[src/alb_pkg.sv]
// package: types and constants of the arithmetic, logic and branch execution unit
package alb_pkg;
  // datapath widths
  localparam int DATA_W = 8;
  localparam int WORD_W = 16;
  localparam int PC_W = 16;
  localparam int OFFS_W = 12;
  localparam int IO_ADDR_W = 6;
  localparam int BIT_SEL_W = 3;
  localparam int CNT_W = 3;

  // status register bit positions
  localparam int SR_C = 0;
  localparam int SR_Z = 1;
  localparam int SR_N = 2;
  localparam int SR_V = 3;
  localparam int SR_S = 4;
  localparam int SR_H = 5;
  localparam int SR_T = 6;
  localparam int SR_I = 7;

  // reset values
  localparam logic [DATA_W-1:0] SREG_RESET = 8'h00;
  localparam logic [PC_W-1:0] PC_RESET = 16'h0000;
  localparam logic [DATA_W-1:0] FLAGS_RESET = 8'h00;

  // constants of the operations
  localparam logic [DATA_W-1:0] ALL_ONES = 8'hff;
  localparam logic [5:0] WORD_IMM_MASK = 6'h3f;
  localparam logic [IO_ADDR_W-1:0] IO_BIT_LIMIT = 6'h1f;
  localparam logic [IO_ADDR_W-1:0] FLAG_REG_ADDR = 6'h08;
  localparam logic [PC_W-1:0] PC_STEP1 = 16'h0001;
  localparam logic [PC_W-1:0] PC_STEP2 = 16'h0002;
  localparam logic [PC_W-1:0] PC_STEP3 = 16'h0003;

  // cycle counts
  localparam logic [CNT_W-1:0] CYC_ONE = 3'h1;
  localparam logic [CNT_W-1:0] CYC_TWO = 3'h2;
  localparam logic [CNT_W-1:0] CYC_THREE = 3'h3;
  localparam logic [CNT_W-1:0] CYC_FOUR = 3'h4;

  // operations carried out
  typedef enum logic [4:0] {
    op_add, op_add_carry, op_add_immediate_word, op_subtract,
    op_subtract_immediate, op_subtract_with_carry, op_subtract_carry_immediate,
    op_subtract_immediate_word, op_bitwise_mask_immediate, op_bitwise_merge_immediate,
    op_set_bits_instruction, op_clear_bits_instruction, op_compare_immediate,
    op_compare_skip_equal, op_skip_if_bit_low, op_indirect_jump, op_indirect_call,
    op_relative_jump, op_relative_call, op_subroutine_return, op_interrupt_return,
    op_io_bit_set, op_io_bit_clear
  } alb_op_type;

  // one decoded instruction with its operands
  typedef struct packed {
    alb_op_type op;
    logic [DATA_W-1:0] dest_val;
    logic [DATA_W-1:0] source_reg;
    logic [DATA_W-1:0] imm;
    logic [WORD_W-1:0] pair_val;
    logic [WORD_W-1:0] z_ptr;
    logic [OFFS_W-1:0] rel_offs;
    logic [BIT_SEL_W-1:0] bit_sel;
    logic [IO_ADDR_W-1:0] io_addr;
    logic [DATA_W-1:0] io_rdata;
    logic next_two_word;
  } alb_cmd_type;

  // register file write-back
  typedef struct packed {
    logic en;
    logic word;
    logic [WORD_W-1:0] data;
  } alb_wb_type;

  // I/O space write
  typedef struct packed {
    logic en;
    logic [IO_ADDR_W-1:0] addr;
    logic [DATA_W-1:0] data;
  } alb_io_wr_type;

  // adder result with flags
  typedef struct packed {
    logic [DATA_W-1:0] res;
    logic h;
    logic v;
    logic n;
    logic z;
    logic c;
  } alb_alu_type;
endpackage : alb_pkg

[src/alb_w1c_flags.sv]
// status flags set by hardware and cleared by writing one
`timescale 1ns/1ps
`default_nettype none
module alb_w1c_flags
  import alb_pkg::*;
#(
  parameter int WIDTH = DATA_W
) (
  // clock and reset
  input wire logic clock_i,
  input wire logic rst_n_i,
  // hardware events and software write
  input wire logic [WIDTH-1:0] set_i,
  input wire logic wr_en_i,
  input wire logic [WIDTH-1:0] wr_data_i,
  // flag state
  output logic [WIDTH-1:0] flags_o
);
  logic [WIDTH-1:0] clear_mask;

  // a one clears, a zero leaves the flag alone
  assign clear_mask = wr_en_i ? wr_data_i : '0;

  // set wins over a clear in the same cycle
  always_ff @(posedge clock_i or negedge rst_n_i) begin
    if (!rst_n_i) begin
      flags_o <= WIDTH'(FLAGS_RESET);
    end else begin
      flags_o <= (flags_o & ~clear_mask) | set_i;
    end
  end
endmodule : alb_w1c_flags
`default_nettype wire

[src/alb_exec.sv]
// execution unit for arithmetic, logic, jump, call, compare and skip instructions
// How it works
// - add with carry: dest+src+C in one clock, flags Z C N V H
// - add immediate to word pair, two clocks, flags Z C N V S
// - subtract immediate from dest in one clock, flags Z C N V H
// - subtract with carry registers: dest-src-C, one clock, flags Z C N V H
// - subtract with carry immediate: dest-K-C, one clock, flags Z C N V H
// - subtract immediate from word pair, two clocks, flags Z C N V S
// - AND with immediate, one clock, flags Z N V only
// - OR with immediate, one clock, flags Z N V only
// - set bits: OR mask into dest, one clock, flags Z N V
// - clear bits: AND with all-ones minus mask, one clock, flags Z N V
// - compare immediate: dest-K not stored, one clock, flags Z N V C H
// - compare skip if equal: PC+2 or +3 on skip, 1/2/3 clocks, no flags
// - skip if register bit low: 1/2/3 clocks, no flags
// - indirect jump: PC from Z pointer, two clocks, no flags
// - indirect call: push return, PC from Z, three clocks, no flags
// - write one clears a status flag, write zero leaves it
// - I/O bit set/clear rewrites the whole register, clearing flags read set except the bit that a bit clear addresses
// - I/O bit set/clear only reach I/O addresses 0 to 31
`timescale 1ns/1ps
`default_nettype none
module alb_exec
  import alb_pkg::*;
#(
  parameter int STACK_DEPTH = 16
) (
  // clock and reset
  input wire logic clock_i,
  input wire logic rst_n_i,
  // instruction in
  input wire logic cmd_valid_i,
  input wire alb_cmd_type cmd_i,
  // hardware events for the status flags
  input wire logic [DATA_W-1:0] flag_event_i,
  // handshake
  output logic ready_o,
  output logic done_o,
  // results
  output alb_wb_type wb_o,
  output logic [DATA_W-1:0] sreg_o,
  output logic [PC_W-1:0] pc_o,
  output alb_io_wr_type io_wr_o,
  output logic io_refused_o,
  output logic [DATA_W-1:0] status_flags_o
);
  localparam int SP_W = $clog2(STACK_DEPTH);

  typedef enum logic {st_idle, st_wait} alb_state_type;

  alb_state_type state;
  logic [CNT_W-1:0] cnt;
  logic accept;
  logic commit;
  logic [SP_W-1:0] sp;
  logic [PC_W-1:0] stack_mem [STACK_DEPTH];
  logic [DATA_W-1:0] flag_state;
  logic flag_wr_en;
  logic [DATA_W-1:0] flag_wr_data;

  // staged result of the instruction in flight
  alb_wb_type pend_wb;
  logic [DATA_W-1:0] pend_sreg;
  logic [PC_W-1:0] pend_pc;
  alb_io_wr_type pend_io;
  logic pend_refused;
  logic pend_push;
  logic pend_pop;

  // computed from the incoming instruction
  alb_wb_type next_wb;
  logic [DATA_W-1:0] next_sreg;
  logic [PC_W-1:0] next_pc;
  alb_io_wr_type next_io;
  logic next_refused;
  logic next_push;
  logic next_pop;
  logic [CNT_W-1:0] next_cycles;

  // 8-bit add with carry in, flags from the result
  function automatic alb_alu_type add8(input logic [DATA_W-1:0] a, input logic [DATA_W-1:0] b,
                                       input logic ci);
    alb_alu_type r;
    r.res = a + b + {7'h00, ci};
    r.h = (a[3] & b[3]) | (b[3] & ~r.res[3]) | (~r.res[3] & a[3]);
    r.c = (a[7] & b[7]) | (b[7] & ~r.res[7]) | (~r.res[7] & a[7]);
    r.v = (a[7] & b[7] & ~r.res[7]) | (~a[7] & ~b[7] & r.res[7]);
    r.n = r.res[7];
    r.z = (r.res == 8'h00);
    return r;
  endfunction : add8

  // 8-bit subtract with borrow in, flags from the result
  function automatic alb_alu_type sub8(input logic [DATA_W-1:0] a, input logic [DATA_W-1:0] b,
                                       input logic bi);
    alb_alu_type r;
    r.res = a - b - {7'h00, bi};
    r.h = (~a[3] & b[3]) | (b[3] & r.res[3]) | (r.res[3] & ~a[3]);
    r.c = (~a[7] & b[7]) | (b[7] & r.res[7]) | (r.res[7] & ~a[7]);
    r.v = (a[7] & ~b[7] & ~r.res[7]) | (~a[7] & b[7] & r.res[7]);
    r.n = r.res[7];
    r.z = (r.res == 8'h00);
    return r;
  endfunction : sub8

  // merge arithmetic flags Z C N V H into the status register
  function automatic logic [DATA_W-1:0] arith_flags(input logic [DATA_W-1:0] s, input alb_alu_type r);
    logic [DATA_W-1:0] o;
    o = s;
    o[SR_H] = r.h;
    o[SR_V] = r.v;
    o[SR_N] = r.n;
    o[SR_Z] = r.z;
    o[SR_C] = r.c;
    return o;
  endfunction : arith_flags

  // merge logic flags Z N V into the status register, V always cleared
  function automatic logic [DATA_W-1:0] logic_flags(input logic [DATA_W-1:0] s, input logic [DATA_W-1:0] r);
    logic [DATA_W-1:0] o;
    o = s;
    o[SR_V] = 1'b0;
    o[SR_N] = r[7];
    o[SR_Z] = (r == 8'h00);
    return o;
  endfunction : logic_flags

  // merge word flags Z C N V S into the status register
  function automatic logic [DATA_W-1:0] word_flags(input logic [DATA_W-1:0] s, input logic [WORD_W-1:0] r,
                                                   input logic v, input logic c);
    logic [DATA_W-1:0] o;
    o = s;
    o[SR_V] = v;
    o[SR_C] = c;
    o[SR_N] = r[15];
    o[SR_Z] = (r == 16'h0000);
    o[SR_S] = r[15] ^ v;
    return o;
  endfunction : word_flags

  // skip step: one word or two words over the next instruction
  function automatic logic [PC_W-1:0] skip_step(input logic two_word);
    return two_word ? PC_STEP3 : PC_STEP2;
  endfunction : skip_step

  // skip cycle count matching the skip step
  function automatic logic [CNT_W-1:0] skip_cycles(input logic two_word);
    return two_word ? CYC_THREE : CYC_TWO;
  endfunction : skip_cycles

  assign accept = cmd_valid_i && (state == st_idle);
  assign commit = (accept && (next_cycles == CYC_ONE)) || ((state == st_wait) && (cnt == CYC_ONE));

  // decode and compute the whole effect of the incoming instruction
  always_comb begin
    alb_alu_type r;
    logic [WORD_W-1:0] w;
    logic [WORD_W-1:0] kw;
    logic [DATA_W-1:0] io_cur;
    logic [DATA_W-1:0] bit_mask;
    r = '0;
    kw = {10'h000, cmd_i.imm[5:0] & WORD_IMM_MASK};
    w = '0;
    bit_mask = 8'h01 << cmd_i.bit_sel;
    io_cur = (cmd_i.io_addr == FLAG_REG_ADDR) ? flag_state : cmd_i.io_rdata;
    next_wb = '0;
    next_sreg = sreg_o;
    next_pc = pc_o + PC_STEP1;
    next_io = '0;
    next_refused = 1'b0;
    next_push = 1'b0;
    next_pop = 1'b0;
    next_cycles = CYC_ONE;
    case (cmd_i.op)
      op_add, op_add_carry: begin
        r = add8(cmd_i.dest_val, cmd_i.source_reg, (cmd_i.op == op_add_carry) & sreg_o[SR_C]);
        next_wb = '{en: 1'b1, word: 1'b0, data: {8'h00, r.res}};
        next_sreg = arith_flags(sreg_o, r);
      end
      op_subtract, op_subtract_with_carry: begin
        r = sub8(cmd_i.dest_val, cmd_i.source_reg, (cmd_i.op == op_subtract_with_carry) & sreg_o[SR_C]);
        next_wb = '{en: 1'b1, word: 1'b0, data: {8'h00, r.res}};
        next_sreg = arith_flags(sreg_o, r);
      end
      op_subtract_immediate, op_subtract_carry_immediate, op_compare_immediate: begin
        r = sub8(cmd_i.dest_val, cmd_i.imm, (cmd_i.op == op_subtract_carry_immediate) & sreg_o[SR_C]);
        next_wb = '{en: (cmd_i.op != op_compare_immediate), word: 1'b0, data: {8'h00, r.res}};
        next_sreg = arith_flags(sreg_o, r);
      end
      op_add_immediate_word: begin
        w = cmd_i.pair_val + kw;
        next_wb = '{en: 1'b1, word: 1'b1, data: w};
        next_sreg = word_flags(sreg_o, w, ~cmd_i.pair_val[15] & w[15], ~w[15] & cmd_i.pair_val[15]);
        next_cycles = CYC_TWO;
      end
      op_subtract_immediate_word: begin
        w = cmd_i.pair_val - kw;
        next_wb = '{en: 1'b1, word: 1'b1, data: w};
        next_sreg = word_flags(sreg_o, w, cmd_i.pair_val[15] & ~w[15], w[15] & ~cmd_i.pair_val[15]);
        next_cycles = CYC_TWO;
      end
      op_bitwise_mask_immediate, op_bitwise_merge_immediate, op_set_bits_instruction,
      op_clear_bits_instruction: begin
        case (cmd_i.op)
          op_bitwise_mask_immediate: r.res = cmd_i.dest_val & cmd_i.imm;
          op_clear_bits_instruction: r.res = cmd_i.dest_val & (ALL_ONES - cmd_i.imm);
          default: r.res = cmd_i.dest_val | cmd_i.imm;
        endcase
        next_wb = '{en: 1'b1, word: 1'b0, data: {8'h00, r.res}};
        next_sreg = logic_flags(sreg_o, r.res);
      end
      op_compare_skip_equal: begin
        if (cmd_i.dest_val == cmd_i.source_reg) begin
          next_pc = pc_o + skip_step(cmd_i.next_two_word);
          next_cycles = skip_cycles(cmd_i.next_two_word);
        end
      end
      op_skip_if_bit_low: begin
        if ((cmd_i.source_reg & bit_mask) == 8'h00) begin
          next_pc = pc_o + skip_step(cmd_i.next_two_word);
          next_cycles = skip_cycles(cmd_i.next_two_word);
        end
      end
      op_indirect_jump: begin
        next_pc = cmd_i.z_ptr[PC_W-1:0];
        next_cycles = CYC_TWO;
      end
      op_indirect_call: begin
        next_pc = cmd_i.z_ptr[PC_W-1:0];
        next_push = 1'b1;
        next_cycles = CYC_THREE;
      end
      op_relative_jump, op_relative_call: begin
        next_pc = pc_o + PC_W'({{(PC_W-OFFS_W){cmd_i.rel_offs[OFFS_W-1]}}, cmd_i.rel_offs}) + PC_STEP1;
        next_push = (cmd_i.op == op_relative_call);
        next_cycles = (cmd_i.op == op_relative_call) ? CYC_THREE : CYC_TWO;
      end
      op_subroutine_return, op_interrupt_return: begin
        next_pc = stack_mem[sp - SP_W'(1)];
        next_pop = 1'b1;
        next_sreg[SR_I] = (cmd_i.op == op_interrupt_return) | sreg_o[SR_I];
        next_cycles = CYC_FOUR;
      end
      op_io_bit_set, op_io_bit_clear: begin
        next_cycles = CYC_TWO;
        if (cmd_i.io_addr > IO_BIT_LIMIT) begin
          next_refused = 1'b1;
        end else begin
          next_io.en = 1'b1;
          next_io.addr = cmd_i.io_addr;
          next_io.data = (cmd_i.op == op_io_bit_set) ? (io_cur | bit_mask) : (io_cur & ~bit_mask);
        end
      end
      default: begin
        next_cycles = CYC_ONE;
      end
    endcase
  end

  // sequencing: accept, wait out the cycle count, commit
  always_ff @(posedge clock_i or negedge rst_n_i) begin
    if (!rst_n_i) begin
      state <= st_idle;
      cnt <= '0;
    end else begin
      case (state)
        st_idle: begin
          if (accept && (next_cycles != CYC_ONE)) begin
            state <= st_wait;
            cnt <= next_cycles - CYC_ONE;
          end
        end
        st_wait: begin
          cnt <= cnt - CYC_ONE;
          if (cnt == CYC_ONE) begin
            state <= st_idle;
          end
        end
        default: begin
          state <= st_idle;
        end
      endcase
    end
  end

  // hold the computed effect while a multi-cycle instruction runs
  always_ff @(posedge clock_i or negedge rst_n_i) begin
    if (!rst_n_i) begin
      pend_wb <= '0;
      pend_sreg <= SREG_RESET;
      pend_pc <= PC_RESET;
      pend_io <= '0;
      pend_refused <= 1'b0;
      pend_push <= 1'b0;
      pend_pop <= 1'b0;
    end else if (accept) begin
      pend_wb <= next_wb;
      pend_sreg <= next_sreg;
      pend_pc <= next_pc;
      pend_io <= next_io;
      pend_refused <= next_refused;
      pend_push <= next_push;
      pend_pop <= next_pop;
    end
  end

  // architectural state and result outputs, written at commit
  always_ff @(posedge clock_i or negedge rst_n_i) begin
    if (!rst_n_i) begin
      wb_o <= '0;
      sreg_o <= SREG_RESET;
      pc_o <= PC_RESET;
      io_wr_o <= '0;
      io_refused_o <= 1'b0;
      done_o <= 1'b0;
    end else begin
      done_o <= commit;
      wb_o <= '0;
      io_wr_o <= '0;
      io_refused_o <= 1'b0;
      if (commit) begin
        wb_o <= accept ? next_wb : pend_wb;
        sreg_o <= accept ? next_sreg : pend_sreg;
        pc_o <= accept ? next_pc : pend_pc;
        // i/o bit ops never finish in one clock, the internal flag register is kept off the port
        io_wr_o <= (accept || (pend_io.addr == FLAG_REG_ADDR)) ? alb_io_wr_type'('0) : pend_io;
        io_refused_o <= accept ? next_refused : pend_refused;
      end
    end
  end

  // ready low from accept of a multi-cycle instruction until its commit
  always_ff @(posedge clock_i or negedge rst_n_i) begin
    if (!rst_n_i) begin
      ready_o <= 1'b0;
    end else begin
      ready_o <= (state == st_idle) ? !(accept && (next_cycles != CYC_ONE)) : (cnt == CYC_ONE);
    end
  end

  // return stack: push the address after a call, pop on return
  always_ff @(posedge clock_i or negedge rst_n_i) begin
    if (!rst_n_i) begin
      sp <= '0;
    end else if (commit && pend_push && !accept) begin
      sp <= sp + SP_W'(1);
    end else if (commit && pend_pop && !accept) begin
      sp <= sp - SP_W'(1);
    end
  end

  // return address written at accept, pc_o still names the calling instruction
  always_ff @(posedge clock_i) begin
    if (accept && next_push) begin
      stack_mem[sp] <= pc_o + PC_STEP1;
    end
  end

  // internal write-one-to-clear status flags reached through the I/O bit ops
  assign flag_wr_en = commit && !accept && pend_io.en && (pend_io.addr == FLAG_REG_ADDR);
  assign flag_wr_data = pend_io.data;

  alb_w1c_flags #(
    .WIDTH(DATA_W)
  ) u_flags (
    .clock_i(clock_i),
    .rst_n_i(rst_n_i),
    .set_i(flag_event_i),
    .wr_en_i(flag_wr_en),
    .wr_data_i(flag_wr_data),
    .flags_o(flag_state)
  );

  // flag state mirrored to a registered output
  always_ff @(posedge clock_i or negedge rst_n_i) begin
    if (!rst_n_i) begin
      status_flags_o <= FLAGS_RESET;
    end else begin
      status_flags_o <= flag_state;
    end
  end
endmodule : alb_exec
`default_nettype wire

[config.mk]
export PLATFORM = sky130hd
export DESIGN_NAME = alb_exec
export DESIGN_NICKNAME = d
export VERILOG_FILES = /design/src/alb_pkg.sv /design/src/alb_w1c_flags.sv /design/src/alb_exec.sv
export SDC_FILE = /design/constraint.sdc
export NUM_CORES = 1
export LEC_CHECK = 0
export BUFFER_PORTS_ARGS = -buffer_cell sky130_fd_sc_hd__buf_2
export CAP_MARGIN = 10
export CELL_PAD_IN_SITES_DETAIL_PLACEMENT = 0
export CELL_PAD_IN_SITES_GLOBAL_PLACEMENT = 1
export CORE_ASPECT_RATIO = 1.25
export CORE_MARGIN = 8
export CORE_UTILIZATION = 55
export CTS_BUF_LIST = sky130_fd_sc_hd__clkbuf_8
export DETAILED_ROUTE_END_ITERATION = 8
export PLACE_DENSITY_LB_ADDON = 0.1
export SLEW_MARGIN = 20
export SYNTH_ARGS = -nofsm -noshare
export SYNTH_HDL_FRONTEND = slang
export SYNTH_SLANG_ARGS = --single-unit
[constraint.sdc]
create_clock -name clock_i -period 8.6 [get_ports clock_i]
set_clock_uncertainty 0.1 [all_clocks]
set_input_delay 0.43 -clock clock_i [delete_from_list [all_inputs] [get_ports clock_i]]
set_output_delay 0.43 -clock clock_i [all_outputs]
set_load 0.02 [all_outputs]
==> key figures <==
Global routing
  – Largest net degree at the start of global routing: 78
  – First-pass GRT wire length: between 90,000 and 100,000 µm
  – GRT Overall Usage: between 20% and 30%
  – GR Overflow Total: 0
  – Vias in the first global route: ~15,000
  – Initial antenna violation count: 2

Hold path
  – Min-Delay Path Class: primary input to flip-flop
  – Hold_sp: cmd_i[4]
  – Hold path cells: 4
  – WHS Endpoint: flag_wr_data[3]

Logic synthesis
  – Post-Syn Instances: roughly 1,700
  – Top post-synthesis cells by count: 256 x edfxtp_1, 144 x dfrtp_1, 139 x nand2_1
  – Top-count cell post-synth: edfxtp_1
  – Register area share after synthesis: 53.7%
  – Syn Std Cell Area: 21,000 µm²
  – Yosys reg bits: 400
  – Synth top area cells: edfxtp_1 37%, dfrtp_1 17%, mux4_2 8.1%
  – Most used DFF post-synth: edfxtp_1
  – Synth Area per Inst: approximately 12 µm²
  – Syn Nets: 1,903
  – Post-synth top area share: 36.6%
  – Yosys warning count: 0
  – Netlist cell types: 89
  – Area leader, netlist: edfxtp_1
  – Synth async-reset ratio: between 30% and 40%
  – EDFF count, synth: 256

Routing
  – Routed wire length: 62,300 µm
  – Drt via density: 6.28
  – DRC viols: 0
  – Antenna-violating nets left: 0
  – DRT iter0 DRCs: 1,114
  – Vias: around 15,000
  – Pre-antenna DRT Iters: 5
  – WL per Instance: 25.7 µm

Finish
  – Layout cell share with drive strength beyond 1: 21.7%
  – NumNets Final: 2,081
  – Layout fillers: 3,025
  – Final Util: 62.4%
  – Area growth syn-to-layout: 12.6%

STA
  – Slew Viols, Final: 0
  – Worst-Margin Slew: 1.22 ns
  – Fin crit share: 53.0%
  – Fin. Hold Viols: 0
  – FMAX: 0.219 GHz
  – Max transition margin: 18.8%
  – Final setup fails: 0
  – RSZ-0062 raised after global routing: no
  – Fin Setup TNS: 0 ns
  – Final min period: about 4.6 ns

Flow run
  – Max Cap Viol: 0

Worst setup path
  – Setup crit start kind: flip-flop
  – Crit-path max cell delay: roughly 0.92 ns
  – Family with the most delay on the worst path: multiplexers
  – RR Startpoint: sp[0]
  – R2r endpoint: pc_o[15]
  – Worst reg-to-reg setup slack: 4.04 ns
  – Kind of critical path: flip-flop to flip-flop
  – Worst R2R Path Depth: 10
  – Crit path max fanout: 52
  – Arr. time, crit path: 4.96 ns
  – Master of the slowest instance on the critical path: dfrtp_4
  – Cell chain of the critical path: inv_1, ha_2, buf_4, mux4_2, mux4_2, a221oi_2, o21ai_1, a21oi_2, o221ai_2, mux2_4
  – CP dominant cell by count: mux4_2
  – CP endpoint kind: flip-flop
  – WP data required: 9.00 ns
  – Worst path buffer plus inverter count: 2

Clock tree
  – Later-pin clock latency in the skew report: about 0.64 ns
  – CTS Sinks: 400
  – TritonCTS clock tree: yes
  – Root buffer cell: clkbuf_8
  – Maximum root-to-sink buffer count: 3
  – Inserted Clock Buffers: 59
  – Clock slew at reported path FFs: 0.06 ns
  – H-tree Lvls: 2
  – Resize count post-CTS: 0

Floorplan
  – Die area: between 40,000 and 50,000 µm²
  – Starting Density: 55.4%
  – # IOs: 170
  – Row count: 80
  – Core Region: 37,900 µm²
  – Die width: 191 µm
  – Die height: between 200 and 250 µm

Power
  – PwrDens: ~280 nW/µm²
  – Maximum VDD drop: between 0.2 and 0.25 mV
  – Leak pwr: just over 9 nW

Outcome
  – Status: complete, no violations

Placement
  – Post-detail-place hpwl: approximately 42,000 µm
  – IO Port Bufs: ~170
  – GPL Wtd Cong: between 0.9 and 1
placed cells by master, fill, tap and decap left out, types with 34 or more instances in the layout:
cell type and n:
inv_1 100, nand3_1 34, nand2_1 139, buf_2 168, clkbuf_8 63, mux4_2 76
dfrtp_1 143, nor2_1 116, a21oi_1 80, edfxtp_1 256, xnor2_1 43, ha_1 89
o21ai_0 74
registers in the layout, indices dropped and copies added (netlist names), 3 cells and up:
signal / flops
pend_pc: 16
status_flags_o: 8
sreg_o: 8
sp: 4
u_flags.flags_o: 8
cnt: 3
pend_wb: 18
pc_o: 16
flag_wr_data: 8
io_wr_o: 15
stack_mem: 256
pend_sreg: 8
pend_io: 7
wb_o: 18
worst min-delay path, stage by stage:
cell and delay, ns:
buf_2 0.07, mux2i_1 0.06, nand2_1 0.07, a32o_1 0.15
layer usage:
| layer | global-route usage, % | up-vias | share of wire (%) |
|---|---|---|---|
| met5 | 0 | - | 0 |
| met4 | 13.1 | 0 | 4.7 |
| met3 | 3.81 | 158 | 6.2 |
| met2 | 47.9 | 632 | 50 |
| met1 | 34.1 | 7605 | 39 |
| li1 | - | 6794 | - |
per-stage QoR:
| stage | cell area, µm² | hold WS, ns | total power, mW | std cells | setup slack (ns) |
|---|---|---|---|---|---|
| 2_1_floorplan | 21000 | 0.0344 | 4.47 | 1700 | 4.39 |
| 6_report | 23700 | 0.0875 | 6.66 | 2420 | 4.04 |
| 3_5_place_dp | 22300 | 0.286 | 5.24 | 2294 | 3.88 |
| 4_1_cts | 23600 | 0.0504 | 6.68 | 2418 | 4.02 |
| 5_1_grt | 23700 | 0.0673 | 7.00 | 2420 | 3.71 |
| 3_3_place_gp | 22300 | 0.284 | 5.19 | 2294 | 3.99 |
worst max-delay path by stage:
stage | endpoint | slack, ns | cells past startpoint | from
2_1_floorplan | sreg_o[3] | 4.39 | 19 | cmd_i[86]
4_1_cts | pc_o[15] | 4.02 | 10 | sp[0]
6_report | pc_o[15] | 4.04 | 10 | sp[0]
5_1_grt | pc_o[15] | 3.71 | 10 | sp[0]
3_3_place_gp | pc_o[15] | 3.99 | 13 | cmd_i[85]
3_5_place_dp | sreg_o[3] | 3.88 | 18 | cmd_i[86]
layout make-up:
| class | instances | area [µm²] | share of cell area (%) |
|---|---|---|---|
| timing repair buffer | 212 | 1210 | 5.12 |
| tap | 492 | 616 | 2.60 |
| multi-input combinational | 1131 | 9180 | 38.7 |
| sequential | 400 | 11300 | 47.7 |
| antenna | 2 | 5.00 | 0.0211 |
| inverter | 74 | 278 | 1.17 |
| clock inverter | 46 | 233 | 0.983 |
| clock buffer | 63 | 867 | 3.66 |
logic make-up after synthesis:
logic type                 count (synthesis)  share of synthesized area [%]
muxes                                    111                           10.4
buffers and inverters                    169                           3.41
and+or+nand+nor                          486                           11.3
DFF                                      400                           53.7
AOI/OAI and AO/OA                        358                           11.6
adders and majority gates                102                           6.45
xor gates and xnor gates                  74                           3.08
repair_timing:
item | in CTS | in global routing
endpoints found under the setup margin | 0 | 0
endpoints found under the hold margin | 91 | 0
buffers inserted | 0 | 0
hold buffers | 15 | 0
power by group:
part / internal [mW] / switching (mW) / total [mW] / leakage, nW
Clock: 0.709 / 0.721 / 1.43 / 0.672
Combinational: 1.06 / 1.47 / 2.52 / 4.53
Sequential: 2.45 / 0.255 / 2.71 / 4.08
Total: 4.22 / 2.44 / 6.66 / 9.29
(Power assumes the default switching activity.)
